<file path="src/mcx_regs.svh">
// Purpose: constants of the mcx instruction execution core
// Assumes: opcode layout below is the core's own encoding
// Notes: cycle counts are core clock cycles
// Summary of operation
// RULE_01: add/and/compare/subtract use accumulator plus memory or immediate; 4 cycles; Z,C updated
// RULE_02: clear, decrement, increment reach all 256 data-space bytes
// RULE_03: complement, rotate-through-carry, shift-left act on accumulator; Z,C updated
// RULE_04: decrement/increment set Z from result, keep C, take 4 cycles
// RULE_05: short branches on C, no C, Z, no Z; one byte, 2 cycles, flags kept
// RULE_06: short displacement is 5-bit signed, reach -15 to +16
// RULE_07: bit-test branches: three bytes, 5 cycles, on bit clear/set, reach -126..+129
// RULE_08: bit-test branch copies tested bit into C, keeps Z
// RULE_09: bit set/clear reach any data-space bit by 3-bit index; 4 cycles; no flags
// RULE_10: jump and call load a 12-bit target; two bytes, 4 cycles, flags kept
// RULE_11: nop, return, interrupt return, stop, wait: 2 cycles; only interrupt return alters flags
// RULE_12: with watchdog selected, stop is executed as wait
// RULE_13: pointer and short-direct registers live at data-space 80h to 83h
`ifndef MCX_REGS_SVH
`define MCX_REGS_SVH
`define MCX_ADDR_X 8'h80
`define MCX_ADDR_ACC 8'hff
`define MCX_PTR_HI 6'h20
`define MCX_PC_RST 12'h000
`define MCX_STACK_DEPTH 3'd6
`define MCX_CYC_SHORT 3'd2
`define MCX_CYC_LONG 3'd4
`define MCX_CYC_BTB 3'd5
`define MCX_NIB_CALL 4'h1
`define MCX_NIB_JP 4'h9
`define MCX_NIB_BTB 4'h3
`define MCX_NIB_BSC 4'hb
`define MCX_NIB_SD 4'h5
`define MCX_NIB_IND 4'h7
`define MCX_NIB_DIR 4'hf
`define MCX_NIB_INH 4'hd
`define MCX_INH_NOP 4'h0
`define MCX_INH_RET 4'h1
`define MCX_INH_INTERRUPT_RETURN_OP 4'h2
`define MCX_INH_STOP 4'h3
`define MCX_INH_WAIT 4'h4
`define MCX_INH_COM 4'h5
`define MCX_INH_RLC 4'h6
`define MCX_INH_SLA 4'h7
`endif

</file>
<file path="src/mcx_pkg.sv">
// Purpose: types of the mcx instruction execution core
// Assumes: nothing
// Notes: encodings are binary and fixed
package mcx_pkg;
    typedef enum logic [3:0] {
        F_ADD = 4'h0, F_AND = 4'h1, F_CP = 4'h2, F_SUB = 4'h3,
        F_INC = 4'h4, F_DEC = 4'h5, F_CLR = 4'h6, F_COM = 4'h7,
        F_RLC = 4'h8, F_SLA = 4'h9, F_BSET = 4'ha, F_BCLR = 4'hb,
        F_NONE = 4'hc
    } mcx_func_type;
    typedef enum logic [3:0] {
        C_REL = 4'h0, C_JP = 4'h1, C_CALL = 4'h2, C_BTB = 4'h3, C_BSC = 4'h4,
        C_SD = 4'h5, C_IND = 4'h6, C_DIR = 4'h7, C_IMM = 4'h8, C_INH = 4'h9
    } mcx_class_type;
    typedef enum logic [1:0] {
        S_RUN = 2'b00, S_WAIT = 2'b01, S_STOP = 2'b10
    } mcx_state_type;
endpackage : mcx_pkg

</file>
<file path="src/mcx_alu.sv">
// Purpose: arithmetic and bit unit of the mcx core
// Assumes: carry on subtract and compare means borrow
// Notes: purely combinational
`timescale 1ns/100ps
module mcx_alu import mcx_pkg::*; (
    // operation
    input wire mcx_func_type func,
    input wire logic [7:0] a,
    input wire logic [7:0] b,
    input wire logic [2:0] bit_sel,
    input wire logic cin,
    // result
    output logic [7:0] res,
    output logic z,
    output logic c,
    output logic upd_z,
    output logic upd_c,
    output logic wr
);
    always_comb begin
        logic [8:0] w;
        w = {1'b0, a};
        res = a;
        c = cin;
        upd_z = 1'b1;
        upd_c = 1'b1;
        wr = 1'b1;
        case (func)
            F_ADD: begin
                w = {1'b0, a} + {1'b0, b};
                {c, res} = w;
            end
            F_AND: begin
                res = a & b;
                c = 1'b0;
            end
            F_CP, F_SUB: begin
                w = {1'b0, a} - {1'b0, b};
                {c, res} = w;
                wr = (func == F_SUB);
            end
            F_INC: begin
                res = a + 8'h01;
                upd_c = 1'b0;
            end
            F_DEC: begin
                res = a - 8'h01;
                upd_c = 1'b0;
            end
            F_CLR: begin
                res = 8'h00;
                c = 1'b0;
            end
            F_COM: begin
                res = ~a;
                c = a[7];
            end
            F_RLC: {c, res} = {a, cin};
            F_SLA: {c, res} = {a, 1'b0};
            F_BSET, F_BCLR: begin
                res = (func == F_BSET) ? (a | (8'h01 << bit_sel)) : (a & ~(8'h01 << bit_sel));
                upd_z = 1'b0;
                upd_c = 1'b0;
            end
            default: begin
                wr = 1'b0;
                upd_z = 1'b0;
                upd_c = 1'b0;
            end
        endcase
        z = (res == 8'h00);
    end
endmodule : mcx_alu

</file>
<file path="src/mcx_reltgt.sv">
// Purpose: relative branch targets of the mcx core
// Assumes: ipc is the address of the branch opcode
// Notes: short form uses sign bit op[3] and span op[7:4]
`timescale 1ns/100ps
module mcx_reltgt (
    // instruction
    input wire logic [11:0] ipc,
    input wire logic [7:0] op,
    input wire logic [7:0] disp,
    // targets
    output logic [11:0] short_tgt,
    output logic [11:0] bt_tgt
);
    // forward spans 1..16, backward 0..15
    assign short_tgt = op[3] ? (ipc - {8'h00, op[7:4]}) : (ipc + {8'h00, op[7:4]} + 12'h001);
    // bias of two gives -126..+129
    assign bt_tgt = ipc + 12'h002 + {{4{disp[7]}}, disp};
endmodule : mcx_reltgt

</file>
<file path="src/mcx_core.sv">
// Purpose: instruction execution of the mcx 8-bit core
// Assumes: prog_data and dmem_rdata answer the registered address in the same cycle
// Notes: load/store opcodes are not decoded here
`timescale 1ns/100ps
`include "mcx_regs.svh"
module mcx_core import mcx_pkg::*; (
    // clock and reset
    input wire logic clk,
    input wire logic rst_n,
    // program space
    output logic [11:0] prog_addr_ff,
    input wire logic [7:0] prog_data,
    // data space
    output logic [7:0] dmem_addr_ff,
    output logic dmem_we_ff,
    output logic [7:0] dmem_wdata_ff,
    input wire logic [7:0] dmem_rdata,
    // interrupt and power control
    input wire logic irq_req,
    input wire logic [11:0] irq_vector,
    input wire logic wake,
    input wire logic watchdog_sel,
    // status
    output logic zero_ff,
    output logic carry_ff,
    output logic [7:0] acc_ff,
    output logic in_isr_ff,
    output logic wait_ff,
    output logic stop_ff,
    output logic done_ff
);
    function automatic mcx_class_type class_of(input logic [7:0] op);
        case (op[3:0])
            `MCX_NIB_CALL: class_of = C_CALL;
            `MCX_NIB_JP: class_of = C_JP;
            `MCX_NIB_BTB: class_of = C_BTB;
            `MCX_NIB_BSC: class_of = C_BSC;
            `MCX_NIB_SD: class_of = C_SD;
            `MCX_NIB_IND: class_of = C_IND;
            `MCX_NIB_DIR: class_of = op[4] ? C_IMM : C_DIR;
            `MCX_NIB_INH: class_of = C_INH;
            default: class_of = C_REL;
        endcase
    endfunction : class_of

    function automatic mcx_func_type func_of(input logic [7:0] op);
        func_of = F_NONE;
        case (class_of(op))
            C_DIR, C_IND, C_IMM: begin
                case (op[7:5])
                    3'h0: func_of = F_ADD;
                    3'h1: func_of = F_AND;
                    3'h2: func_of = F_CP;
                    3'h3: func_of = F_SUB;
                    3'h4: func_of = F_INC;
                    3'h5: func_of = F_DEC;
                    3'h6: func_of = F_CLR;
                    default: func_of = F_NONE;
                endcase
                // no memory target behind an immediate
                if (class_of(op) == C_IMM && op[7]) func_of = F_NONE;
            end
            C_SD: func_of = op[5] ? F_NONE : (op[4] ? F_DEC : F_INC);
            C_BSC: func_of = op[4] ? F_BSET : F_BCLR;
            C_INH: begin
                case (op[7:4])
                    `MCX_INH_COM: func_of = F_COM;
                    `MCX_INH_RLC: func_of = F_RLC;
                    `MCX_INH_SLA: func_of = F_SLA;
                    default: func_of = F_NONE;
                endcase
            end
            default: func_of = F_NONE;
        endcase
    endfunction : func_of

    function automatic logic [2:0] cycles_of(input mcx_class_type cls);
        case (cls)
            C_REL, C_INH: cycles_of = `MCX_CYC_SHORT; // RULE_05 RULE_11
            C_BTB: cycles_of = `MCX_CYC_BTB; // RULE_07
            default: cycles_of = `MCX_CYC_LONG; // RULE_01 RULE_04 RULE_09 RULE_10
        endcase
    endfunction : cycles_of

    function automatic logic is_ptr(input logic [7:0] addr);
        is_ptr = (addr[7:2] == `MCX_PTR_HI);
    endfunction : is_ptr

    function automatic logic rel_taken(input logic [7:0] op, input logic z, input logic c);
        case (op[2:1])
            2'b00: rel_taken = !z;
            2'b01: rel_taken = !c;
            2'b10: rel_taken = z;
            2'b11: rel_taken = c;
            default: rel_taken = 1'b0;
        endcase
    endfunction : rel_taken

    // sequencing state
    mcx_state_type state_ff, nxt_state;
    logic [2:0] cyc_ff, nxt_cyc;
    logic [7:0] op_ff, nxt_op;
    logic [11:0] ipc_ff, nxt_ipc;
    logic [7:0] opnd_ff, nxt_opnd;
    logic [7:0] disp_ff, nxt_disp;
    logic [11:0] nxt_pc;
    logic [7:0] nxt_daddr, nxt_wdata, nxt_acc;
    logic nxt_we, nxt_z, nxt_c, nxt_isr, nxt_done;
    logic sav_z_ff, sav_c_ff, nxt_sav_z, nxt_sav_c;
    // x, y, v, w held inside the core
    logic [7:0] ptr_ff [0:3];
    logic [7:0] nxt_ptr [0:3];
    logic [11:0] stk_ff [0:5];
    logic [11:0] nxt_stk [0:5];
    logic [2:0] sp_ff, nxt_sp;

    logic [7:0] op_cur, rd_val, alu_a, alu_res, waddr;
    mcx_class_type cls_cur, cls_ex;
    mcx_func_type func_ex;
    logic last, irq_take, start, acc_dest, alu_z, alu_c, upd_z, upd_c, alu_wr, tbit;
    logic [11:0] short_tgt, bt_tgt;

    assign op_cur = (cyc_ff == 3'd0) ? prog_data : op_ff;
    assign cls_cur = class_of(op_cur);
    assign cls_ex = class_of(op_ff);
    assign func_ex = func_of(op_ff);
    assign last = (cyc_ff == cycles_of(cls_cur) - 3'd1);
    assign irq_take = (state_ff == S_RUN) && (cyc_ff == 3'd0) && irq_req && !in_isr_ff;
    assign start = (state_ff == S_RUN) && (cyc_ff == 3'd0) && !irq_take;
    assign rd_val = (dmem_addr_ff == `MCX_ADDR_ACC) ? acc_ff :
                    is_ptr(dmem_addr_ff) ? ptr_ff[dmem_addr_ff[1:0]] : dmem_rdata; // RULE_13
    assign acc_dest = func_ex inside {F_ADD, F_AND, F_CP, F_SUB, F_COM, F_RLC, F_SLA};
    assign alu_a = acc_dest ? acc_ff : opnd_ff;
    assign waddr = acc_dest ? `MCX_ADDR_ACC : dmem_addr_ff;
    assign tbit = opnd_ff[op_ff[7:5]];

    mcx_alu u_alu (
        .func(func_ex),
        .a(alu_a),
        .b(opnd_ff),
        .bit_sel(op_ff[7:5]),
        .cin(carry_ff),
        .res(alu_res),
        .z(alu_z),
        .c(alu_c),
        .upd_z(upd_z),
        .upd_c(upd_c),
        .wr(alu_wr)
    );

    mcx_reltgt u_reltgt (
        .ipc(ipc_ff),
        .op(op_ff),
        .disp(disp_ff),
        .short_tgt(short_tgt),
        .bt_tgt(bt_tgt)
    );

    always_comb begin
        nxt_state = state_ff;
        nxt_cyc = cyc_ff;
        nxt_op = op_ff;
        nxt_ipc = ipc_ff;
        nxt_opnd = opnd_ff;
        nxt_disp = disp_ff;
        nxt_pc = prog_addr_ff;
        nxt_daddr = dmem_addr_ff;
        nxt_we = 1'b0;
        nxt_wdata = dmem_wdata_ff;
        nxt_acc = acc_ff;
        nxt_z = zero_ff;
        nxt_c = carry_ff;
        nxt_isr = in_isr_ff;
        nxt_sav_z = sav_z_ff;
        nxt_sav_c = sav_c_ff;
        nxt_done = 1'b0;
        nxt_ptr = ptr_ff;
        nxt_stk = stk_ff;
        nxt_sp = sp_ff;
        case (state_ff)
            S_RUN: begin
                if (irq_take) begin
                    // entry only at an instruction boundary
                    if (sp_ff != `MCX_STACK_DEPTH) begin
                        nxt_stk[sp_ff] = prog_addr_ff;
                        nxt_sp = sp_ff + 3'd1;
                    end
                    nxt_pc = irq_vector;
                    nxt_sav_z = zero_ff;
                    nxt_sav_c = carry_ff;
                    nxt_isr = 1'b1;
                end else begin
                    nxt_cyc = last ? 3'd0 : cyc_ff + 3'd1;
                    case (cyc_ff)
                        3'd0: begin
                            nxt_op = prog_data;
                            nxt_ipc = prog_addr_ff;
                            nxt_pc = prog_addr_ff + 12'h001;
                            if (cls_cur == C_IND) nxt_daddr = ptr_ff[{1'b0, prog_data[4]}];
                            if (cls_cur == C_SD) nxt_daddr = `MCX_ADDR_X | {6'h00, prog_data[7:6]}; // RULE_13
                        end
                        3'd1: begin
                            if (cls_cur inside {C_DIR, C_IMM, C_JP, C_CALL, C_BTB, C_BSC})
                                nxt_pc = prog_addr_ff + 12'h001;
                            if (cls_cur inside {C_IMM, C_JP, C_CALL})
                                nxt_opnd = prog_data; // RULE_01 RULE_10
                            else if (cls_cur inside {C_DIR, C_BTB, C_BSC})
                                nxt_daddr = prog_data; // RULE_02 RULE_09
                        end
                        3'd2: begin
                            if (!(cls_cur inside {C_IMM, C_JP, C_CALL})) nxt_opnd = rd_val;
                            if (cls_cur == C_BTB) begin
                                nxt_disp = prog_data;
                                nxt_pc = prog_addr_ff + 12'h001;
                            end
                        end
                        default: ;
                    endcase
                    if (last) begin
                        nxt_done = 1'b1;
                        case (cls_ex)
                            C_REL: if (rel_taken(op_ff, zero_ff, carry_ff)) nxt_pc = short_tgt; // RULE_05 RULE_06
                            C_JP: nxt_pc = {op_ff[7:4], opnd_ff}; // RULE_10
                            C_CALL: begin
                                if (sp_ff != `MCX_STACK_DEPTH) begin
                                    nxt_stk[sp_ff] = prog_addr_ff;
                                    nxt_sp = sp_ff + 3'd1;
                                end
                                nxt_pc = {op_ff[7:4], opnd_ff}; // RULE_10
                            end
                            C_BTB: begin
                                nxt_c = tbit; // RULE_08
                                if (tbit == op_ff[4]) nxt_pc = bt_tgt; // RULE_07
                            end
                            C_INH: begin
                                case (op_ff[7:4])
                                    `MCX_INH_RET, `MCX_INH_INTERRUPT_RETURN_OP: begin
                                        if (sp_ff != 3'd0) begin
                                            nxt_sp = sp_ff - 3'd1;
                                            nxt_pc = stk_ff[sp_ff - 3'd1];
                                        end
                                        if (op_ff[7:4] == `MCX_INH_INTERRUPT_RETURN_OP) begin
                                            nxt_z = sav_z_ff; // RULE_11
                                            nxt_c = sav_c_ff;
                                            nxt_isr = 1'b0;
                                        end
                                    end
                                    // watchdog turns stop into wait
                                    `MCX_INH_STOP: nxt_state = watchdog_sel ? S_WAIT : S_STOP; // RULE_12
                                    `MCX_INH_WAIT: nxt_state = S_WAIT;
                                    default: ;
                                endcase
                            end
                            default: ;
                        endcase
                        if (alu_wr) begin
                            if (waddr == `MCX_ADDR_ACC) nxt_acc = alu_res; // RULE_01 RULE_03
                            else if (is_ptr(waddr)) nxt_ptr[waddr[1:0]] = alu_res; // RULE_13
                            else begin
                                nxt_we = 1'b1; // RULE_02 RULE_09
                                nxt_wdata = alu_res;
                            end
                        end
                        // clearing memory other than the accumulator leaves flags
                        if (func_ex != F_CLR || waddr == `MCX_ADDR_ACC) begin
                            if (upd_z) nxt_z = alu_z; // RULE_01 RULE_03 RULE_04
                            if (upd_c) nxt_c = alu_c;
                        end
                    end
                end
            end
            S_WAIT, S_STOP: begin
                if (wake || irq_req) nxt_state = S_RUN;
            end
            default: nxt_state = S_RUN;
        endcase
    end

    always_ff @(posedge clk) begin
        if (!rst_n) begin
            state_ff <= S_RUN;
            cyc_ff <= 3'd0;
            op_ff <= 8'h00;
            ipc_ff <= `MCX_PC_RST;
            opnd_ff <= 8'h00;
            disp_ff <= 8'h00;
            prog_addr_ff <= `MCX_PC_RST;
            dmem_addr_ff <= 8'h00;
            dmem_we_ff <= 1'b0;
            dmem_wdata_ff <= 8'h00;
            acc_ff <= 8'h00;
            zero_ff <= 1'b0;
            carry_ff <= 1'b0;
            in_isr_ff <= 1'b0;
            sav_z_ff <= 1'b0;
            sav_c_ff <= 1'b0;
            wait_ff <= 1'b0;
            stop_ff <= 1'b0;
            done_ff <= 1'b0;
            ptr_ff <= '{default: 8'h00};
            stk_ff <= '{default: 12'h000};
            sp_ff <= 3'd0;
        end else begin
            state_ff <= nxt_state;
            cyc_ff <= nxt_cyc;
            op_ff <= nxt_op;
            ipc_ff <= nxt_ipc;
            opnd_ff <= nxt_opnd;
            disp_ff <= nxt_disp;
            prog_addr_ff <= nxt_pc;
            dmem_addr_ff <= nxt_daddr;
            dmem_we_ff <= nxt_we;
            dmem_wdata_ff <= nxt_wdata;
            acc_ff <= nxt_acc;
            zero_ff <= nxt_z;
            carry_ff <= nxt_c;
            in_isr_ff <= nxt_isr;
            sav_z_ff <= nxt_sav_z;
            sav_c_ff <= nxt_sav_c;
            wait_ff <= (nxt_state == S_WAIT);
            stop_ff <= (nxt_state == S_STOP);
            done_ff <= nxt_done;
            ptr_ff <= nxt_ptr;
            stk_ff <= nxt_stk;
            sp_ff <= nxt_sp;
        end
    end
endmodule : mcx_core

</file>
<file path="config.mk">
export PLATFORM = sky130hd
export DESIGN_NAME = mcx_core
export DESIGN_NICKNAME = d
export VERILOG_FILES = /design/src/mcx_pkg.sv /design/src/mcx_alu.sv /design/src/mcx_reltgt.sv /design/src/mcx_core.sv
export VERILOG_INCLUDE_DIRS = /design/src
export SDC_FILE = /design/constraint.sdc
export NUM_CORES = 1
export LEC_CHECK = 0
export BUFFER_PORTS_ARGS = -buffer_cell sky130_fd_sc_hd__clkbuf_2
export CAP_MARGIN = 20
export CORE_UTILIZATION = 30
export DETAILED_ROUTE_END_ITERATION = 8
export GPL_TIMING_DRIVEN = 0
export PLACE_DENSITY = 0.53
export SLEW_MARGIN = 20
export SYNTH_ARGS = -nofsm -noshare
export SYNTH_HDL_FRONTEND = slang
export SYNTH_SLANG_ARGS = --single-unit
</file>
<file path="constraint.sdc">
create_clock -name clk -period 11.3 [get_ports clk]
set_input_delay 1.695 -clock clk [delete_from_list [all_inputs] [get_ports clk]]
set_output_delay 1.695 -clock clk [all_outputs]
set_load 0.03 [all_outputs]
</file>
==> summary.txt <==
STA
  – Worst relative slew slack: 21.4%
  – Post-layout min period: 5.89 ns
  – RSZ-0062 raised after global routing: false
  – Accumulated negative setup slack: 0 ns
  – Number of max-slew violations in the final report: 0
  – Highest clock rate: 170 MHz
  – Final setup skew: 0.0172 ns
  – Total count of hold-check failures in the final report: 0
  – Slew @ Worst Pin: 1.18 ns
  – Part of the cycle the worst path needs: 52.1%
  – Final setup viols: 0
  – Worst setup margin: 5.41 ns

Setup path
  – Startpoint kind of the worst setup timing path: flip-flop
  – Worst-path cell with the longest stage delay: sky130_fd_sc_hd__a2111oi_0
  – Required time at the endpoint of the critical path: 11.71 ns
  – Largest fanout on the critical path: 10
  – Worst setup EP type: flip-flop
  – Arrival time at the worst endpoint: 6.30 ns
  – Largest stage delay on the critical path: 0.68 ns
  – Kind of critical path: reg -> reg
  – Cell occurring most often along the worst timing path: sky130_fd_sc_hd__buf_2
  – Worst-path cell chain: buf_2, and4b_1, buf_2, o2bb2ai_1, buf_2, mux2i_1, inv_1, ha_1, nand2b_1, a211oi_1, o21a_1, nor3_1, a2111oi_0, nand4_1, nor4_1, a31o_1

Drt
  – Final routed wirelength across all metal layers: 53,300 um
  – Drt first pass iters: 5
  – WL per Instance: 22.6 um
  – Detail-routed via count per cell: 5.74
  – Number of remaining DRC errors: 0
  – Routed vias: 13,500
  – 1st-iter DRT viols: 1,414
  – Antenna viol nets, final: 0

GRT
  – Global route total overflow: 0
  – Total GRT Usage: 23.5%
  – Number of global-route vias before repair: 12,700
  – Maximum number of pins on one net before global-route repair: 21
  – Wire length of the first global-routing pass: 80,000 um
  – Antenna violations before repair: 2

Finish
  – Fraction of layout instances using a drive strength above 1: 11.2%
  – Final cell area excluding filler cells: 0.0151 mm^2
  – Layout area overhead: 12.8%
  – Net total in the final layout: 1,853

CTS
  – Clock insertion delay at the later pin of the skew report: 0.47 ns
  – Setup fix buffers added after clock tree synthesis: 0
  – CTS tree: yes
  – Number of buffers inserted by hold repair at cts: 0
  – Clk pin slew, worst setup/hold paths: 0.08 ns
  – # clock sinks: 193
  – Cell at the root of the clock tree: sky130_fd_sc_hd__clkbuf_16
  – Resized Gates After CTS: 0
  – Maximum clock path buffer count: 2
  – Clock buffer count from CTS: 17
  – Depth of the CTS H-tree: 4

Die
  – Initial core utilization: 30.4%
  – Floorplan die height: 214 um
  – Site row count: 77
  – Width of the die: 214 um
  – Die Area: 0.0456 mm^2
  – Area of the core: 0.0442 mm^2
  – Top-level I/O count: 76

Placed design
  – Final weighted congestion in routability-driven placement: 0.956
  – Placed instance area: 0.0145 mm^2
  – Count of input and output buffers: 74
  – Post-DP HPWL: 40,500 um
  – Worst slack, placed: 5.51 ns

Synthesis
  – Proportion of netlist area held by the largest area contributor: 28.8%
  – Most used flip-flop cell after synthesis: sky130_fd_sc_hd__dfxtp_1
  – Count of flip-flops with a built-in enable after synthesis: 0
  – Largest area contributor in the netlist: sky130_fd_sc_hd__dfxtp_1
  – Dominant cells by area after synthesis: sky130_fd_sc_hd__dfxtp_1 29%, sky130_fd_sc_hd__mux2i_1 9.5%, sky130_fd_sc_hd__nand2_1 6.1%
  – Synthesized netlist net count: 1,760
  – Fraction of the yosys area taken by sequential cells: 28.8%
  – Yosys warns: 0
  – Area of the mapped netlist: 0.0134 mm^2
  – Average cell area after synthesis: 8.10 um^2
  – Synth async-reset ratio: 0%
  – Post-synth cell types: 89
  – Flip-flop and latch count after synthesis: 193
  – Synthesized instance count: 1,658

Pwr
  – Total chip power: 0.00350 W
  – Leakage power of the design: 5.63 nW
  – Power per cell area: 231 mW/mm^2
  – Maximum resistive drop on vdd: 0.119 mV

Run
  – Number of maximum-capacitance constraint violations: 0

Outcome
  – Run status: completed

Min path
  – Min-Delay Path Class: reg -> reg
==> cell type report <==
type	count	area (um^2)
well taps	592	741
multi-input cells	1284	8840
fillers	4604	29100
diodes	1	2.50
flip-flops and latches	193	3860
clock buffers	17	425
plain buffers	113	482
inverters	68	255
clock inverters	15	166
repair buffers	74	370
==> cell usage after synthesis, types with 6 or more instances <==
| master | instances |
|---|---|
| sky130_fd_sc_hd__buf_2 | 25 |
| sky130_fd_sc_hd__o31ai_1 | 12 |
| sky130_fd_sc_hd__and3_1 | 15 |
| sky130_fd_sc_hd__a41oi_1 | 8 |
| sky130_fd_sc_hd__a21oi_1 | 136 |
| sky130_fd_sc_hd__inv_1 | 65 |
| sky130_fd_sc_hd__fa_1 | 6 |
| sky130_fd_sc_hd__mux2i_1 | 128 |
| sky130_fd_sc_hd__buf_1 | 11 |
| sky130_fd_sc_hd__o21a_1 | 6 |
| sky130_fd_sc_hd__mux2_2 | 9 |
| sky130_fd_sc_hd__ha_1 | 63 |
| sky130_fd_sc_hd__or3_1 | 12 |
| sky130_fd_sc_hd__and2_1 | 6 |
| sky130_fd_sc_hd__xnor2_1 | 21 |
| sky130_fd_sc_hd__a311oi_1 | 17 |
| sky130_fd_sc_hd__nand2_1 | 217 |
| sky130_fd_sc_hd__nor4_1 | 8 |
| sky130_fd_sc_hd__dfxtp_1 | 193 |
| sky130_fd_sc_hd__nor2_1 | 114 |
| sky130_fd_sc_hd__a21o_1 | 8 |
| sky130_fd_sc_hd__a221oi_1 | 6 |
| sky130_fd_sc_hd__nand2b_1 | 15 |
| sky130_fd_sc_hd__nand4_1 | 11 |
| sky130_fd_sc_hd__a211oi_1 | 28 |
| sky130_fd_sc_hd__o22ai_1 | 6 |
| sky130_fd_sc_hd__a2111oi_0 | 9 |
| sky130_fd_sc_hd__nand3_1 | 79 |
| sky130_fd_sc_hd__o211ai_1 | 9 |
| sky130_fd_sc_hd__a22oi_1 | 10 |
| sky130_fd_sc_hd__clkbuf_1 | 73 |
| sky130_fd_sc_hd__o21bai_1 | 10 |
| sky130_fd_sc_hd__nor3_1 | 41 |
| sky130_fd_sc_hd__nor2b_1 | 15 |
| sky130_fd_sc_hd__xor2_1 | 16 |
| sky130_fd_sc_hd__mux4_2 | 22 |
| sky130_fd_sc_hd__o21ai_0 | 95 |
| sky130_fd_sc_hd__and4_1 | 7 |
| sky130_fd_sc_hd__a31oi_1 | 13 |
==> routing by layer <==
layer | routed length, um | part of all wire, % | global-route usage (%) | vias to the layer above
met1 | 24500 | 46 | 33.2 | 6620
met2 | 23700 | 45 | 36.1 | 548
met4 | 1510 | 2.8 | 8.18 | 0
li1 | - | - | - | 6268
met5 | 0 | 0 | 0 | -
met3 | 3540 | 6.6 | 3.53 | 83
==> stage by stage <==
step,cells,hold WS (ns),util (%)
6_report,2357,0.458,34.2
5_1_grt,2356,0.466,34.2
4_1_cts,2356,0.460,34.2
3_5_place_dp,2324,0.445,32.9
3_3_place_gp,2324,0.440,32.9
2_1_floorplan,1658,0.432,-
==> flip-flops by register name (all words and copies together) (netlist names) <==
| name | cells |
|---|---|
| op_ff | 8 |
| done_ff | 1 |
| cyc_ff | 3 |
| disp_ff | 8 |
| state_ff | 2 |
| sav_c_ff | 1 |
| carry_ff | 1 |
| stk_ff | 72 |
| ipc_ff | 12 |
| in_isr_ff | 1 |
| sp_ff | 3 |
| dmem_wdata_ff | 8 |
| sav_z_ff | 1 |
| prog_addr_ff | 12 |
| ptr_ff | 32 |
| stop_ff | 1 |
| dmem_addr_ff | 8 |
| zero_ff | 1 |
| wait_ff | 1 |
| dmem_we_ff | 1 |
| opnd_ff | 8 |
| acc_ff | 8 |
==> critical path, delay by kind of cell (launching register included) <==
kind / cells / cell delay [ns]
buffers and inverters: 4 / 1.18
adder cells (fa/ha/maj): 1 / 0.39
multiplexers: 1 / 0.64
AND/OR/NAND/NOR: 5 / 1.40
flip-flops: 1 / 0.41
AO/OA/AOI/OAI: 5 / 1.80
==> cells by family after synthesis <==
logic type | after synthesis | synth area share [%]
adders and majority gates | 69 | 6.76
DFF | 193 | 28.8
buffers and inverters | 181 | 5.49
muxes | 164 | 14.6
AOI/OAI and AO/OA | 432 | 20.8
xor gates and xnor gates | 37 | 2.41
and+or+nand+nor | 582 | 21.2
==> where the power goes <==
part	internal, W	switching (W)
Sequential	0.000755	0.000146
Clock	0.000296	0.000317
Combinational	0.000630	0.00135
==> layout by cell type (no fill, tap or decap), types with 10 or more instances in the layout <==
cell,count
sky130_fd_sc_hd__nand4_1,11
sky130_fd_sc_hd__clkbuf_1,73
sky130_fd_sc_hd__a211oi_1,28
sky130_fd_sc_hd__nor3_1,41
sky130_fd_sc_hd__o31ai_1,12
sky130_fd_sc_hd__nor2b_1,15
sky130_fd_sc_hd__clkbuf_2,74
sky130_fd_sc_hd__clkbuf_16,17
sky130_fd_sc_hd__mux4_2,22
sky130_fd_sc_hd__o21ai_0,95
sky130_fd_sc_hd__a31oi_1,13
sky130_fd_sc_hd__nand3_1,79
sky130_fd_sc_hd__nand2_1,217
sky130_fd_sc_hd__o21bai_1,10
sky130_fd_sc_hd__buf_1,11
sky130_fd_sc_hd__a22oi_1,10
sky130_fd_sc_hd__and3_1,15
sky130_fd_sc_hd__buf_2,25
sky130_fd_sc_hd__a311oi_1,17
sky130_fd_sc_hd__xnor2_1,21
sky130_fd_sc_hd__ha_1,63
sky130_fd_sc_hd__a21oi_1,136
sky130_fd_sc_hd__inv_1,65
sky130_fd_sc_hd__nand2b_1,15
sky130_fd_sc_hd__nor2_1,114
sky130_fd_sc_hd__mux2i_1,128
sky130_fd_sc_hd__dfxtp_1,193
sky130_fd_sc_hd__or3_1,12
sky130_fd_sc_hd__xor2_1,16
==> path summary, 6_finish.rpt <==
path	from	end	slack (ns)	cells past startpoint
setup reg to reg	op_ff[2]	zero_ff	5.41	16
setup / recovery	op_ff[2]	zero_ff	5.41	16
hold reg to reg	stk_ff[50]	stk_ff[50]	0.46	2
hold / removal	stk_ff[50]	stk_ff[50]	0.46	2
No activity file was read; power rests on OpenSTA's default activity.
